## src/hdl/zxd_pkg.sv

```systemverilog
package zxd_pkg;

    // Clocking; the input clock of the block is clk_sys
    localparam int CLK_HZ = 100_000_000;
    localparam int LPF_HZ = 223_000;
    localparam int LPF_CORNER_HZ = 80;
    localparam int LPF_DIV = CLK_HZ / LPF_HZ;
    localparam int LPF_CNT_W = 9;
    // 2^-9 is the nearest power of two to 2*pi*80/223000
    localparam int LPF_SHIFT = 9;
    localparam int TMO_DIV = 256;
    localparam int TMO_DIV_W = 8;

    // Samples and the amplitude floor
    localparam int SAMPLE_W = 24;
    localparam int ACC_W = SAMPLE_W + LPF_SHIFT;
    localparam int FULL_SCALE = 2 ** (SAMPLE_W - 1);
    localparam int ZX_THR_RATIO = 1250;
    localparam logic [SAMPLE_W-1:0] ZX_THR = SAMPLE_W'(FULL_SCALE / ZX_THR_RATIO);

    // Channels
    localparam int NUM_CH = 3;
    localparam int CH_VOLT = 0;
    localparam int CH_PHASE = 1;
    localparam int CH_NEUT = 2;

    // Register offsets
    localparam int ADDR_W = 10;
    localparam logic [ADDR_W-1:0] ADDR_TMO_RELOAD = 10'h100;
    localparam logic [ADDR_W-1:0] ADDR_CONFIG = 10'h102;
    localparam logic [ADDR_W-1:0] ADDR_PRI_EN = 10'h22C;
    localparam logic [ADDR_W-1:0] ADDR_PRI_STAT = 10'h22D;
    localparam logic [ADDR_W-1:0] ADDR_PRI_STAT_RST = 10'h22E;
    localparam logic [ADDR_W-1:0] ADDR_NEU_EN = 10'h22F;
    localparam logic [ADDR_W-1:0] ADDR_NEU_STAT = 10'h230;
    localparam logic [ADDR_W-1:0] ADDR_NEU_STAT_RST = 10'h231;

    // Field positions
    localparam int CFG_CURR_SEL_BIT = 11;
    localparam int CFG_EDGE_LO = 12;
    localparam int CFG_EDGE_HI = 13;
    localparam int PRI_VCROSS_BIT = 15;
    localparam int PRI_VTMO_BIT = 14;
    localparam int PRI_PCROSS_BIT = 12;
    localparam int PRI_PTMO_BIT = 11;
    localparam int NEU_CROSS_BIT = 12;
    localparam int NEU_TMO_BIT = 11;

    // Edge select codes
    localparam logic [1:0] EDGE_BOTH = 2'h0;
    localparam logic [1:0] EDGE_POS = 2'h1;
    localparam logic [1:0] EDGE_NEG = 2'h2;
    localparam logic [1:0] EDGE_BOTH_ALT = 2'h3;

    // Reset values
    localparam logic [15:0] CONFIG_RST = 16'h0000;
    localparam logic [15:0] RELOAD_RST = 16'hFFFF;
    localparam logic [31:0] EN_RST = 32'h0000_0000;
    localparam logic [31:0] STAT_RST = 32'h0000_0000;

    typedef enum logic [1:0] {
        NEG_HALF = 2'b01,
        POS_HALF = 2'b10
    } zxd_half_e;

endpackage

```

## src/hdl/zxd_chan_if.sv

```systemverilog
`timescale 1ns/100ps
interface zxd_chan_if;
    logic posCross;
    logic negCross;
    logic level;
    modport src (output posCross, output negCross, output level);
    modport snk (input posCross, input negCross, input level);
endinterface

```

## src/hdl/zxd_top.sv

```systemverilog
// Function
// - Crossings are found after an always-on 80 Hz single-pole filter clocked 223 kHz.
// - Voltage crossing pin goes high on rising, low on falling filtered crossing.
// - Both crossing pins are unlatched and follow the waveform continuously.
// - Current pin follows phase channel; config bit 11 switches it to neutral.
// - Qualifying voltage crossing sets primary status bit 15.
// - Qualifying phase current crossing sets primary status bit 12.
// - Qualifying neutral current crossing sets neutral status bit 12.
// - Config bits 13:12 pick qualifying direction for all channels; reset 00 both.
// - Edge select affects only flags and interrupts, never the crossing pins.
// - Primary enable bit 15 lets voltage crossing pull interrupt pin low.
// - Primary enable bit 12 lets phase crossing pull interrupt pin low.
// - Neutral enable bit 12 lets neutral crossing pull interrupt pin low.
// - All crossing interrupt enables are clear after reset.
// - One 16-bit reload register at 0x100 sets timeout for all channels.
// - Each timeout counter decrements once per input clock divided by 256.
// - A detected crossing reloads that channel's timeout counter.
// - A counter reaching zero without crossing issues a timeout event.
// - Voltage and phase timeouts flag in primary status; neutral in neutral status.
// - Timeout enables: primary bits 14, 11; neutral bit 11; all clear at reset.
// - Inputs below full scale over 1250 produce no crossings, pin changes, crossing flags or crossing interrupts.
// - Below the floor, timeout counters still count down and expire.
`timescale 1ns/100ps
module zxd_top (
    // Clock and reset
    input wire logic clk_sys,
    input wire logic rst_n,
    // Sample inputs
    input wire logic signed [zxd_pkg::SAMPLE_W-1:0] voltSample,
    input wire logic signed [zxd_pkg::SAMPLE_W-1:0] phaseSample,
    input wire logic signed [zxd_pkg::SAMPLE_W-1:0] neutralSample,
    // Register port
    input wire logic [zxd_pkg::ADDR_W-1:0] regAddr,
    input wire logic regWrEn,
    input wire logic [31:0] regWrData,
    input wire logic regRdEn,
    output logic regRdValid,
    output logic [31:0] regRdData,
    // Pins
    output logic voltCrossPin,
    output logic currCrossPin,
    output logic irq_n
);

    typedef struct packed {
        logic [zxd_pkg::LPF_CNT_W-1:0] lpfCnt;
        logic [zxd_pkg::TMO_DIV_W-1:0] divCnt;
        logic [15:0] reload;
        logic [15:0] cfg;
        logic [31:0] enA;
        logic [31:0] enB;
        logic [31:0] statA;
        logic [31:0] statB;
        logic [zxd_pkg::NUM_CH-1:0][15:0] tmo;
        logic voltPin;
        logic currPin;
        logic irqN;
        logic rdValid;
        logic [31:0] rdData;
    } zxd_top_s;

    zxd_top_s s_reg;
    zxd_top_s s_next;

    logic lpfTick;
    logic tmoTick;
    logic [zxd_pkg::NUM_CH-1:0] xPos;
    logic [zxd_pkg::NUM_CH-1:0] xNeg;
    logic [zxd_pkg::NUM_CH-1:0] xLvl;
    logic signed [zxd_pkg::NUM_CH-1:0][zxd_pkg::SAMPLE_W-1:0] samples;

    assign samples = {neutralSample, phaseSample, voltSample};
    assign lpfTick = (s_reg.lpfCnt == zxd_pkg::LPF_CNT_W'(zxd_pkg::LPF_DIV - 1));
    assign tmoTick = (s_reg.divCnt == zxd_pkg::TMO_DIV_W'(zxd_pkg::TMO_DIV - 1));

    zxd_chan_if chIf[zxd_pkg::NUM_CH] ();

    genvar g;
    generate
        for (g = 0; g < zxd_pkg::NUM_CH; g++) begin : g_chan
            zxd_chan u_chan (
                .clk_sys(clk_sys),
                .rst_n(rst_n),
                .lpfTick(lpfTick),
                .sample(samples[g]),
                .ch(chIf[g])
            );
            assign xPos[g] = chIf[g].posCross;
            assign xNeg[g] = chIf[g].negCross;
            assign xLvl[g] = chIf[g].level;
        end
    endgenerate

    // Edge select qualification shared by all three channels
    function automatic logic edgeQualifies(input logic pos, input logic neg, input logic [1:0] sel);
        logic q;
        q = 1'b0;
        unique case (sel)
            zxd_pkg::EDGE_BOTH: q = pos | neg;
            zxd_pkg::EDGE_POS: q = pos;
            zxd_pkg::EDGE_NEG: q = neg;
            zxd_pkg::EDGE_BOTH_ALT: q = pos | neg;
        endcase
        return q;
    endfunction

    logic [1:0] edgeSel;
    logic [zxd_pkg::NUM_CH-1:0] crossEvt;
    logic [zxd_pkg::NUM_CH-1:0] tmoEvt;
    logic [31:0] setA;
    logic [31:0] setB;
    logic clrA;
    logic clrB;

    assign edgeSel = s_reg.cfg[zxd_pkg::CFG_EDGE_HI:zxd_pkg::CFG_EDGE_LO];
    assign clrA = regRdEn && (regAddr == zxd_pkg::ADDR_PRI_STAT_RST);
    assign clrB = regRdEn && (regAddr == zxd_pkg::ADDR_NEU_STAT_RST);

    always_comb begin
        s_next = s_reg;
        crossEvt = '0;
        tmoEvt = '0;
        setA = '0;
        setB = '0;
        s_next.lpfCnt = lpfTick ? '0 : s_reg.lpfCnt + 1'b1;
        s_next.divCnt = tmoTick ? '0 : s_reg.divCnt + 1'b1;

        // Register writes; status registers are read-only
        if (regWrEn) begin
            unique case (regAddr)
                zxd_pkg::ADDR_TMO_RELOAD: s_next.reload = regWrData[15:0];
                zxd_pkg::ADDR_CONFIG: s_next.cfg = regWrData[15:0];
                zxd_pkg::ADDR_PRI_EN: s_next.enA = regWrData;
                zxd_pkg::ADDR_NEU_EN: s_next.enB = regWrData;
                default: begin
                end
            endcase
        end

        // Per-channel events and no-crossing counters
        for (int c = 0; c < zxd_pkg::NUM_CH; c++) begin
            crossEvt[c] = edgeQualifies(xPos[c], xNeg[c], edgeSel);
            if (xPos[c] || xNeg[c]) begin
                s_next.tmo[c] = s_reg.reload;
            end else if (tmoTick && s_reg.tmo[c] != '0) begin
                // Keeps running with no input at all
                s_next.tmo[c] = s_reg.tmo[c] - 1'b1;
                tmoEvt[c] = (s_reg.tmo[c] == 16'h0001);
            end
            // At zero the counter holds, so the event cannot repeat
        end

        setA[zxd_pkg::PRI_VCROSS_BIT] = crossEvt[zxd_pkg::CH_VOLT];
        setA[zxd_pkg::PRI_PCROSS_BIT] = crossEvt[zxd_pkg::CH_PHASE];
        setB[zxd_pkg::NEU_CROSS_BIT] = crossEvt[zxd_pkg::CH_NEUT];
        setA[zxd_pkg::PRI_VTMO_BIT] = tmoEvt[zxd_pkg::CH_VOLT];
        setA[zxd_pkg::PRI_PTMO_BIT] = tmoEvt[zxd_pkg::CH_PHASE];
        setB[zxd_pkg::NEU_TMO_BIT] = tmoEvt[zxd_pkg::CH_NEUT];

        // Sticky; an event in the clearing cycle survives the clear
        s_next.statA = (clrA ? '0 : s_reg.statA) | setA;
        s_next.statB = (clrB ? '0 : s_reg.statB) | setB;

        // Pins track levels, so edge select never reaches them
        s_next.voltPin = xLvl[zxd_pkg::CH_VOLT];
        s_next.currPin = s_reg.cfg[zxd_pkg::CFG_CURR_SEL_BIT]
            ? xLvl[zxd_pkg::CH_NEUT] : xLvl[zxd_pkg::CH_PHASE];

        // Level interrupt from enabled flags
        s_next.irqN = !(|(s_reg.statA & s_reg.enA) || |(s_reg.statB & s_reg.enB));

        // Read port; unmapped offsets read zero
        s_next.rdValid = regRdEn;
        if (regRdEn) begin
            unique case (regAddr)
                zxd_pkg::ADDR_TMO_RELOAD: s_next.rdData = {16'h0000, s_reg.reload};
                zxd_pkg::ADDR_CONFIG: s_next.rdData = {16'h0000, s_reg.cfg};
                zxd_pkg::ADDR_PRI_EN: s_next.rdData = s_reg.enA;
                zxd_pkg::ADDR_PRI_STAT: s_next.rdData = s_reg.statA;
                zxd_pkg::ADDR_PRI_STAT_RST: s_next.rdData = s_reg.statA;
                zxd_pkg::ADDR_NEU_EN: s_next.rdData = s_reg.enB;
                zxd_pkg::ADDR_NEU_STAT: s_next.rdData = s_reg.statB;
                zxd_pkg::ADDR_NEU_STAT_RST: s_next.rdData = s_reg.statB;
                default: s_next.rdData = '0;
            endcase
        end
    end

    always_ff @(posedge clk_sys or negedge rst_n) begin
        if (!rst_n) begin
            s_reg.lpfCnt <= '0;
            s_reg.divCnt <= '0;
            s_reg.reload <= zxd_pkg::RELOAD_RST;
            s_reg.cfg <= zxd_pkg::CONFIG_RST;
            s_reg.enA <= zxd_pkg::EN_RST;
            s_reg.enB <= zxd_pkg::EN_RST;
            s_reg.statA <= zxd_pkg::STAT_RST;
            s_reg.statB <= zxd_pkg::STAT_RST;
            s_reg.tmo <= {zxd_pkg::NUM_CH{zxd_pkg::RELOAD_RST}};
            s_reg.voltPin <= 1'b0;
            s_reg.currPin <= 1'b0;
            s_reg.irqN <= 1'b1;
            s_reg.rdValid <= 1'b0;
            s_reg.rdData <= '0;
        end else begin
            s_reg <= s_next;
        end
    end

    // Unlatched pins come straight from flops
    assign voltCrossPin = s_reg.voltPin;
    assign currCrossPin = s_reg.currPin;
    assign irq_n = s_reg.irqN;
    assign regRdValid = s_reg.rdValid;
    assign regRdData = s_reg.rdData;

    a_volt_pin_rise:
    assert property (@(posedge clk_sys) disable iff (!rst_n)
        xPos[zxd_pkg::CH_VOLT] |=> voltCrossPin)
        else $error("Voltage pin did not rise after rising crossing");

    a_volt_pin_fall:
    assert property (@(posedge clk_sys) disable iff (!rst_n)
        xNeg[zxd_pkg::CH_VOLT] |=> !voltCrossPin)
        else $error("Voltage pin did not fall after falling crossing");

    a_curr_pin_select:
    assert property (@(posedge clk_sys) disable iff (!rst_n)
        s_reg.cfg[zxd_pkg::CFG_CURR_SEL_BIT] && xPos[zxd_pkg::CH_NEUT]
        |=> currCrossPin)
        else $error("Current pin ignored neutral channel selection");

    a_volt_flag_set:
    assert property (@(posedge clk_sys) disable iff (!rst_n)
        edgeSel == zxd_pkg::EDGE_BOTH && xNeg[zxd_pkg::CH_VOLT]
        |=> s_reg.statA[zxd_pkg::PRI_VCROSS_BIT])
        else $error("Voltage crossing flag not set");

    a_edge_pos_only:
    assert property (@(posedge clk_sys) disable iff (!rst_n)
        edgeSel == zxd_pkg::EDGE_POS && xNeg[zxd_pkg::CH_PHASE]
        && !s_reg.statA[zxd_pkg::PRI_PCROSS_BIT]
        |=> !s_reg.statA[zxd_pkg::PRI_PCROSS_BIT])
        else $error("Falling crossing flagged with rising-only select");

    a_neutral_flag_set:
    assert property (@(posedge clk_sys) disable iff (!rst_n)
        crossEvt[zxd_pkg::CH_NEUT] |=> s_reg.statB[zxd_pkg::NEU_CROSS_BIT])
        else $error("Neutral crossing flag not set");

    a_irq_follows_flags:
    assert property (@(posedge clk_sys) disable iff (!rst_n)
        |(s_reg.statA & s_reg.enA) || |(s_reg.statB & s_reg.enB) |=> !irq_n)
        else $error("Interrupt pin not low with enabled flag set");

    a_irq_has_cause:
    assert property (@(posedge clk_sys) disable iff (!rst_n)
        !irq_n |-> $past(|(s_reg.statA & s_reg.enA) || |(s_reg.statB & s_reg.enB)))
        else $error("Interrupt pin low without enabled flag");

    a_tmo_reload:
    assert property (@(posedge clk_sys) disable iff (!rst_n)
        xPos[zxd_pkg::CH_VOLT] || xNeg[zxd_pkg::CH_VOLT]
        |=> s_reg.tmo[zxd_pkg::CH_VOLT] == $past(s_reg.reload))
        else $error("Timeout counter not reloaded by crossing");

    a_tmo_decrement:
    assert property (@(posedge clk_sys) disable iff (!rst_n)
        tmoTick && !xPos[zxd_pkg::CH_PHASE] && !xNeg[zxd_pkg::CH_PHASE]
        && s_reg.tmo[zxd_pkg::CH_PHASE] != '0
        |=> s_reg.tmo[zxd_pkg::CH_PHASE] == $past(s_reg.tmo[zxd_pkg::CH_PHASE]) - 16'h0001)
        else $error("Timeout counter did not step on tick");

    a_tmo_expiry_flag:
    assert property (@(posedge clk_sys) disable iff (!rst_n)
        tmoTick && s_reg.tmo[zxd_pkg::CH_VOLT] == 16'h0001
        && !xPos[zxd_pkg::CH_VOLT] && !xNeg[zxd_pkg::CH_VOLT]
        |=> s_reg.statA[zxd_pkg::PRI_VTMO_BIT] && s_reg.tmo[zxd_pkg::CH_VOLT] == '0)
        else $error("Timeout expiry not flagged");

    a_tmo_hold_zero:
    assert property (@(posedge clk_sys) disable iff (!rst_n)
        s_reg.tmo[zxd_pkg::CH_NEUT] == '0 && !xPos[zxd_pkg::CH_NEUT] && !xNeg[zxd_pkg::CH_NEUT]
        |=> s_reg.tmo[zxd_pkg::CH_NEUT] == '0 && !tmoEvt[zxd_pkg::CH_NEUT])
        else $error("Expired timeout counter wrapped or refired");

    a_tick_period:
    assert property (@(posedge clk_sys) disable iff (!rst_n)
        tmoTick |=> !tmoTick [*8])
        else $error("Timeout tick repeated too soon");

    a_volt_pin_level:
    assert property (@(posedge clk_sys) disable iff (!rst_n)
        xLvl[zxd_pkg::CH_VOLT] |=> voltCrossPin)
        else $error("Voltage pin stopped following the waveform");

    a_phase_flag_set:
    assert property (@(posedge clk_sys) disable iff (!rst_n)
        edgeSel == zxd_pkg::EDGE_BOTH && xPos[zxd_pkg::CH_PHASE]
        |=> s_reg.statA[zxd_pkg::PRI_PCROSS_BIT])
        else $error("Phase crossing flag not set");

    a_edge_neg_only:
    assert property (@(posedge clk_sys) disable iff (!rst_n)
        edgeSel == zxd_pkg::EDGE_NEG && xPos[zxd_pkg::CH_VOLT]
        && !s_reg.statA[zxd_pkg::PRI_VCROSS_BIT]
        |=> !s_reg.statA[zxd_pkg::PRI_VCROSS_BIT])
        else $error("Rising crossing flagged with falling-only select");

    a_pins_ignore_edge:
    assert property (@(posedge clk_sys) disable iff (!rst_n)
        edgeSel == zxd_pkg::EDGE_NEG && xPos[zxd_pkg::CH_PHASE]
        && !s_reg.cfg[zxd_pkg::CFG_CURR_SEL_BIT]
        |=> currCrossPin)
        else $error("Edge select held back the current pin");

    a_phase_irq:
    assert property (@(posedge clk_sys) disable iff (!rst_n)
        s_reg.statA[zxd_pkg::PRI_PCROSS_BIT] && s_reg.enA[zxd_pkg::PRI_PCROSS_BIT]
        |=> !irq_n)
        else $error("Phase crossing interrupt not raised");

    a_phase_tmo_flag:
    assert property (@(posedge clk_sys) disable iff (!rst_n)
        tmoEvt[zxd_pkg::CH_PHASE] |=> s_reg.statA[zxd_pkg::PRI_PTMO_BIT])
        else $error("Phase timeout flag not set");

    a_neutral_tmo_flag:
    assert property (@(posedge clk_sys) disable iff (!rst_n)
        tmoEvt[zxd_pkg::CH_NEUT] |=> s_reg.statB[zxd_pkg::NEU_TMO_BIT])
        else $error("Neutral timeout flag not set");

    a_tmo_irq:
    assert property (@(posedge clk_sys) disable iff (!rst_n)
        s_reg.statB[zxd_pkg::NEU_TMO_BIT] && s_reg.enB[zxd_pkg::NEU_TMO_BIT]
        |=> !irq_n)
        else $error("Neutral timeout interrupt not raised");

    a_flag_sticky:
    assert property (@(posedge clk_sys) disable iff (!rst_n)
        s_reg.statA[zxd_pkg::PRI_VCROSS_BIT] && !clrA
        |=> s_reg.statA[zxd_pkg::PRI_VCROSS_BIT])
        else $error("Voltage crossing flag dropped without a clear");

endmodule // zxd_top

```

## src/hdl/zxd_chan.sv

```systemverilog
`timescale 1ns/100ps
module zxd_chan (
    // Clock and reset
    input wire logic clk_sys,
    input wire logic rst_n,
    // Sample path
    input wire logic lpfTick,
    input wire logic signed [zxd_pkg::SAMPLE_W-1:0] sample,
    // Crossing events
    zxd_chan_if.src ch
);

    typedef struct packed {
        logic signed [zxd_pkg::ACC_W-1:0] acc;
        logic [zxd_pkg::SAMPLE_W-1:0] peak;
        zxd_pkg::zxd_half_e half;
        logic posPulse;
        logic negPulse;
    } zxd_chan_s;

    zxd_chan_s s_reg;
    zxd_chan_s s_next;
    logic signed [zxd_pkg::SAMPLE_W-1:0] filt;
    logic [zxd_pkg::SAMPLE_W-1:0] mag;

    // Filtered value is the accumulator scaled back to sample width
    assign filt = s_reg.acc[zxd_pkg::ACC_W-1:zxd_pkg::LPF_SHIFT];
    assign mag = filt[zxd_pkg::SAMPLE_W-1] ? zxd_pkg::SAMPLE_W'(-filt) : filt;

    always_comb begin
        s_next = s_reg;
        s_next.posPulse = 1'b0;
        s_next.negPulse = 1'b0;
        // Always in the path, no bypass
        if (lpfTick) begin
            s_next.acc = s_reg.acc + zxd_pkg::ACC_W'(sample) - zxd_pkg::ACC_W'(filt);
        end
        // A half cycle counts only if its peak cleared the floor; noise never flips
        unique case (s_reg.half)
            zxd_pkg::NEG_HALF: begin
                if (!filt[zxd_pkg::SAMPLE_W-1] && filt != '0) begin
                    if (s_reg.peak >= zxd_pkg::ZX_THR) begin
                        s_next.posPulse = 1'b1;
                        s_next.half = zxd_pkg::POS_HALF;
                        s_next.peak = '0;
                    end
                end else if (mag > s_reg.peak) begin
                    s_next.peak = mag;
                end
            end
            zxd_pkg::POS_HALF: begin
                if (filt[zxd_pkg::SAMPLE_W-1]) begin
                    if (s_reg.peak >= zxd_pkg::ZX_THR) begin
                        s_next.negPulse = 1'b1;
                        s_next.half = zxd_pkg::NEG_HALF;
                        s_next.peak = '0;
                    end
                end else if (mag > s_reg.peak) begin
                    s_next.peak = mag;
                end
            end
            default: begin
                s_next.half = zxd_pkg::NEG_HALF;
            end
        endcase
    end

    always_ff @(posedge clk_sys or negedge rst_n) begin
        if (!rst_n) begin
            s_reg <= '{acc: '0, peak: '0, half: zxd_pkg::NEG_HALF, posPulse: 1'b0, negPulse: 1'b0};
        end else begin
            s_reg <= s_next;
        end
    end

    assign ch.posCross = s_reg.posPulse;
    assign ch.negCross = s_reg.negPulse;
    assign ch.level = (s_reg.half == zxd_pkg::POS_HALF);

    a_pulse_needs_peak:
    assert property (@(posedge clk_sys) disable iff (!rst_n)
        s_next.posPulse || s_next.negPulse |-> s_reg.peak >= zxd_pkg::ZX_THR)
        else $error("Crossing issued below the amplitude floor");

endmodule // zxd_chan

```

## config.mk

```make
export PLATFORM = sky130hd
export DESIGN_NAME = zxd_top
export DESIGN_NICKNAME = d
export VERILOG_FILES = /design/src/hdl/zxd_pkg.sv /design/src/hdl/zxd_chan_if.sv /design/src/hdl/zxd_top.sv /design/src/hdl/zxd_chan.sv
export SDC_FILE = /design/constraint.sdc
export NUM_CORES = 1
export LEC_CHECK = 0
export BUFFER_PORTS_ARGS = -buffer_cell sky130_fd_sc_hd__buf_4
export CAP_MARGIN = 20
export CORE_ASPECT_RATIO = 0.75
export CORE_MARGIN = 3
export CORE_UTILIZATION = 55
export CTS_CLUSTER_DIAMETER = 200
export DETAILED_ROUTE_END_ITERATION = 8
export PLACE_DENSITY = 0.8
export SLEW_MARGIN = 20
export SYNTH_ARGS = -nofsm -noshare
export SYNTH_HDL_FRONTEND = slang
export SYNTH_SLANG_ARGS = --single-unit
```

## constraint.sdc

```tcl
create_clock -name clk_sys -period 4 [get_ports clk_sys]
set_input_delay 0.2 -clock clk_sys [delete_from_list [all_inputs] [get_ports clk_sys]]
set_output_delay 0.2 -clock clk_sys [all_outputs]
set_load 0.05 [all_outputs]
```

After elaboration in Yosys (flattened, before gate mapping)
Cells that the tools add are included.
{"block": "classes", "eq_ne": 40, "n_addsub": 14, "bitwise": 7, "n_mux": 63, "order_cmp": 6, "n_reduce_logical": 44}
{"operator": "$mux W24", "count": 12}
{"operator": "$pmux W32 S6", "count": 1}
{"operator": "$pmux W24 S2", "count": 3}
{"operator": "$add A33 B24 Y33", "count": 3}
{"operator": "$sub A33 B24 Y33", "count": 3}
{"operator": "$mux W16", "count": 6}
{"operator": "$mux W27", "count": 3}
{"operator": "$mux W26", "count": 3}
{"operator": "$ge A24 B13 Y1 const B", "count": 3}
{"operator": "$gt A24 B24 Y1", "count": 3}
{"operator": "$neg A24 Y24", "count": 3}
{"operator": "$reduce_bool A24 Y1", "count": 3}
{"operator": "$and A32 B32 Y32", "count": 2}
{"operator": "$mux W32", "count": 2}
{"operator": "$reduce_or A32 Y1", "count": 2}
{"operator": "$eq A10 B10 Y1 const B", "count": 6}
{"operator": "$eq A16 B1 Y1 const B", "count": 3}
{"operator": "$reduce_bool A16 Y1", "count": 3}
{"operator": "$sub A16 B1 Y16 const B", "count": 3}
{"operator": "$or A32 B13 Y32", "count": 1}
{"operator": "$or A32 B16 Y32", "count": 1}
{"operator": "$ne A2 B1 Y1 const B", "count": 12}
{"operator": "$eq A10 B9 Y1 const B", "count": 2}
{"operator": "$mux W1", "count": 19}
{"operator": "other kinds (23)", "count": 72}
{"block": "word_totals", "output_inout_bits": 36, "word_cells": 205, "regBits": 444, "input_bits": 118}

Longest topological paths before layout
Gate-level depths: netlist of the first run.
{"block": "depth", "word_depth": 6, "depth_mapped": 18, "depth_no_buf": 17}

By module
A second synthesis of the first run with hierarchy kept.
{"block": "unflattened", "hier_cells": 3089, "hier_area_um2": 28762.6}
{"module": "zxd_top", "instances": 1, "area_per_inst_um2": 9875.7, "cells_each": 874}
{"module": "zxd_chan (g_chan[1].u_chan)", "instances": 1, "area_per_inst_um2": 6417.4, "cells_each": 750}
{"module": "zxd_chan (g_chan[2].u_chan)", "instances": 1, "area_per_inst_um2": 6309.8, "cells_each": 740}
{"module": "zxd_chan (g_chan[0].u_chan)", "instances": 1, "area_per_inst_um2": 6159.7, "cells_each": 725}

Worst setup path before layout of the first run
No wires, ideal clock.
{"block": "synth_path", "kind": "reg-to-reg", "startpoint": "reg g_chan[0].u_chan.s_reg, in the netlist g_chan[0].u_chan.filt[4]", "endpoint": "reg g_chan[0].u_chan.s_reg[20] (netlist name)", "period_less_slack_ps": 3838, "path_slack_ps": 162, "arrival_time_ps": 3773, "path_stages_with_launch": 18, "n_path_buf": 1, "setup_ps": 65, "cell_sequence": "dfrtp_1 > nor4_2 > nand2_1 > or3_1 > nand2b_1 > nor4_1 > nor2_1 > xnor2_1 > ha_1 > nand4_1 > or3_1 > nor2_1 > a21boi_0 > o31ai_1 > or3b_1 > clkbuf_1 > nand2b_1 > nand2_1"}
{"block": "synth_between", "elab_chain_cells": 6, "elab_cells_between_ends": 11, "cone_classes": "1 x add/sub; 1 x order compare; 1 x eq/ne; 5 x mux; 3 x reduce/logical"}
{"item": "from (decl)", "line": "zxd_chan.sv:21", "source": "zxd_chan_s s_reg;"}
{"item": "from (signal assigned)", "line": "zxd_chan.sv:70", "source": "s_reg <= '{acc: '0, peak: '0, half: zxd_pkg::NEG_HALF, posPulse: 1'b0, negPulse: 1'b0};"}
{"item": "from (signal assigned)", "line": "zxd_chan.sv:72", "source": "s_reg <= s_next;"}
{"item": "$neg A24 Y24", "line": "zxd_chan.sv:28", "source": "assign mag = filt[zxd_pkg::SAMPLE_W-1] ? zxd_pkg::SAMPLE_W'(-filt) : filt;"}
{"item": "$mux W24", "line": "zxd_chan.sv:28"}
{"item": "$gt A24 B24 Y1", "line": "zxd_chan.sv:47, zxd_chan.sv:58"}
{"item": "$mux W24", "line": "zxd_chan.sv:47, zxd_chan.sv:58"}
{"item": "$mux W24 (on tied branches)", "line": "zxd_chan.sv:52, zxd_chan.sv:41"}
{"item": "$pmux W24 S2", "line": "zxd_chan.sv:39", "source": "unique case (s_reg.half)"}
Several ways; a longest one is shown, not always the timed one.
A chain may end at the register's enable or synchronous reset.

Worst setup path in the final report of the first run
{"block": "layout_path", "startpoint": "reg g_chan[0].u_chan.s_reg, in the netlist g_chan[0].u_chan.filt[4]", "endpoint": "reg g_chan[0].u_chan.s_reg[8] (netlist name)"}
Same word-level chain as after synthesis.

==> impl_metrics.json, run 1 <==
{
  "synth.yosys.warnings": 0,
  "critPathArrivalTime_ns": 4.48,
  "seq_area_frac_synth": 0.349,
  "synth.net_count": 3456,
  "outcome": "completed",
  "fillers": 3801,
  "largest_reg_flops": 165,
  "globalRouteMet1Util": 0.388,
  "final_wl_um": 74900,
  "syn-instance-count": 3049,
  "register_to_register_path_depth": 17,
  "synth_top_family_by_area": "compound AO/OA/AOI/OAI gates",
  "cts-htree-levels": 2,
  "cap_violations": 0,
  "postSynthAreaPerCell_um2": 9.15,
  "r2r_slack_ns": 0.04,
  "gr-usage-met2": 0.427,
  "synth_compound_gate_area_share": 0.171,
  "viasPerCell": 5.84,
  "core_area_mm2": 0.0494,
  "finalMaxSlewViolations": 0,
  "power.clock.fraction": 0.303,
  "vias_in_the_first_global_route": 23200,
  "holdPathStages": 4,
  "drt-wirelength-per-cell_um": 18.9,
  "final_worst_hold_slack_ns": 0.0397,
  "max_freq_mhz": 252,
  "yosys.cell_count.top_type": "sky130_fd_sc_hd__inv_1",
  "grt_pass1_wl_um": 119000,
  "peakVddDrop_v": 0.000308,
  "yosys.cell_types.count": 91,
  "cts_buffer_depth": 3,
  "synth_enable_flop_cells": 0,
  "synth_area_mm2": 0.0279,
  "synth.area.mux_share": 0.0509,
  "design.die.area_mm2": 0.0535,
  "grt_most_used_layer": "met2",
  "dominantRegCellSynth": "sky130_fd_sc_hd__dfrtp_1",
  "setup.worst_path.end_class": "flip-flop",
  "chipHeight_um": 201,
  "globalplace.congestion": 0.947,
  "number_of_antenna_violations_at_the_first_check_in_global_routing": 2,
  "post_synth_fa_ha_maj_area_fraction": 0.155,
  "min-delay-path-class": "in2reg",
  "critical_path_peak_fanout": 8,
  "combinationalPowerShare": 0.346,
  "power_switching_w": 0.00477,
  "timing_hold_violations_final": 0,
  "synthSimpleGateAreaFrac": 0.120,
  "rsz0062_at_grt": "yes",
  "cts_root_buf": "sky130_fd_sc_hd__clkbuf_16",
  "clock-skew-final_ns": 0.0414,
  "drc": 0,
  "area_delta_synth_final_pct": 16.6,
  "num_io_pins": 154,
  "tritoncts_clock_tree": "done",
  "worst-setup-path-type": "reg2reg",
  "numPortBuffers": 153,
  "max-slew-margin-rel": 0.435,
  "cts_inserted_buffers": 42,
  "initial_utilization": 0.565,
  "globalRouteOverflowTotal": 0,
  "tritoncts_num_sinks": 386,
  "netlist.top_cell.by_area": "sky130_fd_sc_hd__dfrtp_1",
  "detailedRoute.firstPassIterationCount": 6,
  "first_iter_violations": 2138,
  "dpl.hpwl_um": 54600,
  "proportion_of_total_power_due_to_net_switching": 0.351,
  "timing_worst_slew_pin_value_ns": 0.847,
  "hold_path.startpoint": "regAddr[0]",
  "grt_max_degree": 127,
  "final_util": 0.659,
  "final_critical_path_share_of_the_clock_period": 0.990,
  "p_leak_nw": 16.6,
  "finalNetCount": 3682,
  "clk_pin_slew_worst_paths_ns": 0.06,
  "timing.final.setup_violations": 0,
  "multi_input_area_mm2": 0.0161,
  "power-per-cell-area_mw_per_mm2": 418,
  "core.rowCount": 70,
  "antenna_violating_nets_post_route": 0,
  "critical_path.reg2reg.endpoint": "g_chan[0].u_chan.s_reg[8]",
  "whs_endpoint": "s_reg[95]",
  "min_period_ns": 3.96,
  "synth_top_cells_by_count": "506 x sky130_fd_sc_hd__inv_1, 318 x sky130_fd_sc_hd__dfrtp_1, 270 x sky130_fd_sc_hd__nand2_1",
  "synth_top_cell_area_share": 0.285,
  "overall_routing_resource_usage": 0.273,
  "synth.area.top_cells": "sky130_fd_sc_hd__dfrtp_1 29%, sky130_fd_sc_hd__ha_1 8.7%, sky130_fd_sc_hd__fa_1 6.9%",
  "final-seq-area_mm2": 0.00974,
  "power.share.sequential": 0.350,
  "synth_xor_area_frac": 0.0609,
  "timing.critical_path.from_type": "flip-flop",
  "die_width_um": 266,
  "post_route_cells_drive_above_1_share": 0.200,
  "via_count": 23100,
  "clk_latency_ns": 0.61,
  "synth-seq-cells": 386,
  "routing_usage_on_met3": 0.0502,
  "cell_internal_pwr_w": 0.00883,
  "timing.critical_path.required_ns": 4.52,
  "worst_r2r_startpoint": "g_chan[0].u_chan.filt[4]",
  "ys_async_sr_fraction": 1.00
}
==> layout make-up <==
cell class	count	area share
inverter	506	0.0584
tap	648	0.0249
antenna	2	0.000154
multi-input combinational	2026	0.495
clock buffer	56	0.0361
clock inverter	22	0.00865
sequential	386	0.300
timing repair buffer	313	0.0775
==> worst max-delay path: stages, from the launching register on <==
cell and delay, ns:
sky130_fd_sc_hd__dfrtp_1 0.41, sky130_fd_sc_hd__nor4_4 0.34, sky130_fd_sc_hd__nand2_1 0.14, sky130_fd_sc_hd__or3_4 0.37, sky130_fd_sc_hd__nand2b_4 0.17, sky130_fd_sc_hd__nor4_4 0.23, sky130_fd_sc_hd__nor2_2 0.09, sky130_fd_sc_hd__xnor2_2 0.16
sky130_fd_sc_hd__ha_1 0.30, sky130_fd_sc_hd__nand4_1 0.10, sky130_fd_sc_hd__or3_4 0.42, sky130_fd_sc_hd__nor2_4 0.09, sky130_fd_sc_hd__a21boi_2 0.17, sky130_fd_sc_hd__o31ai_2 0.09, sky130_fd_sc_hd__or3b_4 0.44, sky130_fd_sc_hd__buf_6 0.16
sky130_fd_sc_hd__nand2b_4 0.14, sky130_fd_sc_hd__nand2_2 0.08
==> power groups by stage <==
| stage | Sequential, W | Combinational (W) | Clock, W |
|---|---|---|---|
| floorplan | 0.00472 | 0.00316 | 0 |
| global placement | 0.00477 | 0.00400 | 0 |
| detailed placement | 0.00480 | 0.00424 | 0 |
| CTS | 0.00474 | 0.00433 | 0.00418 |
| global route | 0.00480 | 0.00518 | 0.00435 |
| finish | 0.00476 | 0.00471 | 0.00413 |
==> logic make-up after synthesis <==
kind of cell             count (synthesis)
AO/OA/AOI/OAI                          725
AND/OR/NAND/NOR                        688
buffers and inverters                  639
flip-flops                             386
adder cells (fa/ha/maj)                289
XOR/XNOR                               194
multiplexers                           128
==> worst max path at each step <==
stage                             start                    endpoint  cells past startpoint  slack, ns
6_report       g_chan[0].u_chan.filt[4]   g_chan[0].u_chan.s_reg[8]                     17       0.04
2_1_floorplan  g_chan[0].u_chan.filt[4]  g_chan[0].u_chan.s_reg[20]                     17       0.16
4_1_cts        g_chan[1].u_chan.filt[3]  g_chan[1].u_chan.s_reg[16]                     15       0.01
3_5_place_dp   g_chan[1].u_chan.filt[3]  g_chan[1].u_chan.s_reg[14]                     15      -0.17
3_3_place_gp   g_chan[2].u_chan.filt[9]  g_chan[2].u_chan.s_reg[21]                     14      -0.21
5_1_grt        g_chan[0].u_chan.filt[2]   g_chan[0].u_chan.s_reg[8]                     17      -0.16
==> metal layers <==
layer | vias to the layer above | routed length (µm)
met5 | - | 0
met4 | 0 | 1980
met3 | 137 | 5430
met2 | 855 | 34000
met1 | 11400 | 33500
li1 | 10800 | -
==> layout by cell type (no fill, tap or decap), drive strengths merged, types with 41 or more instances in the layout <==
cell type / n
a21o: 81
a21oi: 153
a22o: 50
buf: 276
clkbuf: 56
dfrtp: 318
dfstp: 68
fa: 96
ha: 193
inv: 508
mux2: 111
nand2: 270
nand2b: 42
nand3: 41
nor2: 122
o21ai: 209
xnor2: 136
xor2: 58
==> through the flow <==
stage	setup slack (ns)	power, W	setup TNS (ns)	area, µm²	cells
after floorplan	0.162	0.00788	0	27900	3049
after global placement	-0.208	0.00877	-5.16	30100	3830
after detailed placement	-0.175	0.00903	-5.44	30100	3831
after CTS	0.0128	0.0133	0	32000	3949
after global routing	-0.161	0.0143	-3.47	32500	3959
final	0.0380	0.0136	0	32500	3959
==> what timing repair did <==
item | 4_1_cts | 5_1_grt
resized for setup | 6 | 95
cloned | 1 | 2
buffers inserted | 2 | 6
hold endpoints to repair | 174 | 0
pin swaps | 3 | 39
hold buffers | 37 | 0
setup endpoints to repair | 61 | 82
No activity file was read; power rests on OpenSTA's default activity.
==> run 2, diff against run 1 <==
--- a/config.mk
+++ b/config.mk
@@ -12,7 +12,8 @@
 export CORE_UTILIZATION = 55
 export CTS_CLUSTER_DIAMETER = 200
 export DETAILED_ROUTE_END_ITERATION = 8
-export PLACE_DENSITY = 0.8
+export PLACE_DENSITY_LB_ADDON = 0.2
+export SETUP_SLACK_MARGIN = 0.5
 export SLEW_MARGIN = 20
 export SYNTH_ARGS = -nofsm -noshare
 export SYNTH_HDL_FRONTEND = slang
==> run 2 against run 1 <==
Count of clock-buffer cells in the layout decreased by 6. Critical endpoint is now g_chan[0].u_chan.s_reg[23]. Clock power grew 4%. Critical path type unchanged. Sequential power is essentially flat. The run now ends with setup timing left. Largest power group is now combinational cells.
==> impl_metrics.json, run 2 (synthesized netlist as in run 1, its figures left out) <==
{
  "timing_worst_slew_pin_value_ns": 1.20,
  "hold_path.startpoint": "regAddr[0]",
  "min-delay-path-class": "in2reg",
  "critical_path.reg2reg.endpoint": "g_chan[0].u_chan.s_reg[23]",
  "dpl.hpwl_um": 52200,
  "power-per-cell-area_mw_per_mm2": 421,
  "outcome": "finished, violations left",
  "initial_utilization": 0.565,
  "numPortBuffers": 153,
  "drc": 0,
  "detailedRoute.firstPassIterationCount": 7,
  "rsz0062_at_grt": "yes",
  "timing.critical_path.from_type": "flip-flop",
  "grt_max_degree": 122,
  "timing.critical_path.required_ns": 4.51,
  "failed_checks": "setup timing",
  "core.rowCount": 70,
  "final_critical_path_setup_slack_ns": -0.0441,
  "critical_path_peak_fanout": 12,
  "r2r_slack_ns": -0.04,
  "final_worst_hold_slack_ns": 0.127,
  "cts_buffer_depth": 3,
  "clk_pin_slew_worst_paths_ns": 0.07,
  "power.clock.fraction": 0.301,
  "clk_latency_ns": 0.59,
  "worst-setup-path-type": "reg2reg",
  "overall_routing_resource_usage": 0.270,
  "dp_worst_setup_slack_ns": -0.164,
  "holdPathStages": 4,
  "antenna_violating_nets_post_route": 0,
  "number_of_antenna_violations_at_the_first_check_in_global_routing": 0,
  "layout.cells.most_common": "sky130_fd_sc_hd__inv_1",
  "via_count": 23100,
  "finalNetCount": 3721,
  "tritoncts_clock_tree": "done",
  "cts_root_buf": "sky130_fd_sc_hd__clkbuf_16",
  "core_area_mm2": 0.0494,
  "worst_r2r_startpoint": "g_chan[0].u_chan.filt[5]",
  "totalNegativeSetupSlack_ns": -0.116,
  "setup.worst_path.end_class": "flip-flop",
  "globalRouteOverflowTotal": 0,
  "p_leak_nw": 17.1,
  "critPathArrivalTime_ns": 4.56,
  "globalplace.congestion": 0.915,
  "first_iter_violations": 1578,
  "proportion_of_total_power_due_to_net_switching": 0.348,
  "num_io_pins": 154,
  "design.die.area_mm2": 0.0535,
  "power.share.sequential": 0.333,
  "area_delta_synth_final_pct": 21.7,
  "tritoncts_num_sinks": 386,
  "combinationalPowerShare": 0.366,
  "whs_endpoint": "s_reg[96]",
  "max_freq_mhz": 247,
  "final_critical_path_share_of_the_clock_period": 1.01,
  "clock-skew-final_ns": 0.0203,
  "cts_inserted_buffers": 41,
  "timing.final.setup_violations": 12,
  "final_wl_um": 74500,
  "max-slew-margin-rel": 0.196,
  "viasPerCell": 5.77,
  "layout.cells.most_common_list": "497 x sky130_fd_sc_hd__inv_1, 311 x sky130_fd_sc_hd__dfrtp_1, 285 x sky130_fd_sc_hd__buf_4",
  "post_route_cells_drive_above_1_share": 0.243,
  "cell_internal_pwr_w": 0.00932,
  "chipHeight_um": 201,
  "timing_hold_violations_final": 0,
  "cp_cell_sequence": "nor4_4 -> nand2_1 -> or3_4 -> nand2b_4 -> o31ai_4 -> xnor2_2 -> ha_1 -> nand4_1 -> or3_4 -> nor2_4 -> a21boi_2 -> o31ai_2 -> or3b_4 -> buf_12 -> nand2b_1 -> nand2_1",
  "finish.cell_count_without_fillers": 3995,
  "largest_reg_flops": 165,
  "drt-wirelength-per-cell_um": 18.7,
  "placed_cells_incl_taps": 3804,
  "vias_in_the_first_global_route": 23200,
  "antennaDiodeCount": 0,
  "die_width_um": 266,
  "cts-htree-levels": 2,
  "maximum_cell_stage_delay_along_the_critical_path_ns": 0.44,
  "grt_pass1_wl_um": 119000,
  "cap_violations": 0,
  "finalMaxSlewViolations": 0,
  "min_period_ns": 4.04,
  "peakVddDrop_v": 0.000284,
  "cp_slowest_cell": "sky130_fd_sc_hd__or3b_4",
  "final_util": 0.687,
  "register_to_register_path_depth": 16,
  "power_switching_w": 0.00498
}
[run 2: worst max path at each step]
stage                                            end                     start
after floorplan           g_chan[0].u_chan.s_reg[21]  g_chan[0].u_chan.filt[8]
after global placement    g_chan[2].u_chan.s_reg[15]  g_chan[2].u_chan.filt[9]
after detailed placement  g_chan[1].u_chan.s_reg[25]  g_chan[1].u_chan.filt[1]
after CTS                 g_chan[0].u_chan.s_reg[23]  g_chan[0].u_chan.filt[4]
after global routing      g_chan[0].u_chan.s_reg[23]  g_chan[0].u_chan.filt[5]
final                     g_chan[0].u_chan.s_reg[23]  g_chan[0].u_chan.filt[5]
[run 2: power groups by stage]
stage	clock network [W]	logic, W	registers (W)
after CTS	0.00437	0.00450	0.00474
after global placement	0	0.00395	0.00478
final	0.00430	0.00523	0.00476
after global routing	0.00454	0.00573	0.00481
after detailed placement	0	0.00415	0.00479
after floorplan	0	0.00318	0.00472
[run 2: critical path: cells and delay by family (launching register included)]
| kind | cells | cell delay, ns |
|---|---|---|
| AO/OA/AOI/OAI | 3 | 0.49 |
| buffers and inverters | 1 | 0.17 |
| AND/OR/NAND/NOR | 10 | 2.44 |
| XOR/XNOR | 1 | 0.14 |
| flip-flops | 1 | 0.41 |
| adder cells (fa/ha/maj) | 1 | 0.32 |
[run 2: stage by stage]
stage	total power [W]	cell area, µm²
after global routing	0.0151	33900
after global placement	0.00873	30000
after detailed placement	0.00894	30000
final	0.0143	33900
after CTS	0.0136	32700
after floorplan	0.00790	28000
[run 2: timing repair]
item                                   CTS  global route
setup endpoints to repair              103           110
hold buffers                            37             0
setup buffers                           38            30
gates cloned                             4             6
pin swaps                               47           111
endpoints found under the hold margin  166             0
gates resized for setup                 85           200
[run 2: final cells by class]
cell class | instances | area (µm²)
multi-input cells | 2029 | 17000
fillers | 3754 | 15500
flip-flops and latches | 386 | 9750
repair buffers | 350 | 2950
inverters | 506 | 1900
clock buffers | 50 | 1150
well taps | 648 | 811
clock inverters | 26 | 380
[run 2: per-layer routing]
layer  part of all wire  vias up  track usage
li1                   -    10900            -
met1               0.46    11300        0.395
met2               0.46      759        0.424
met3              0.059      120       0.0392
met4              0.019        0       0.0646
met5                  0        -            0
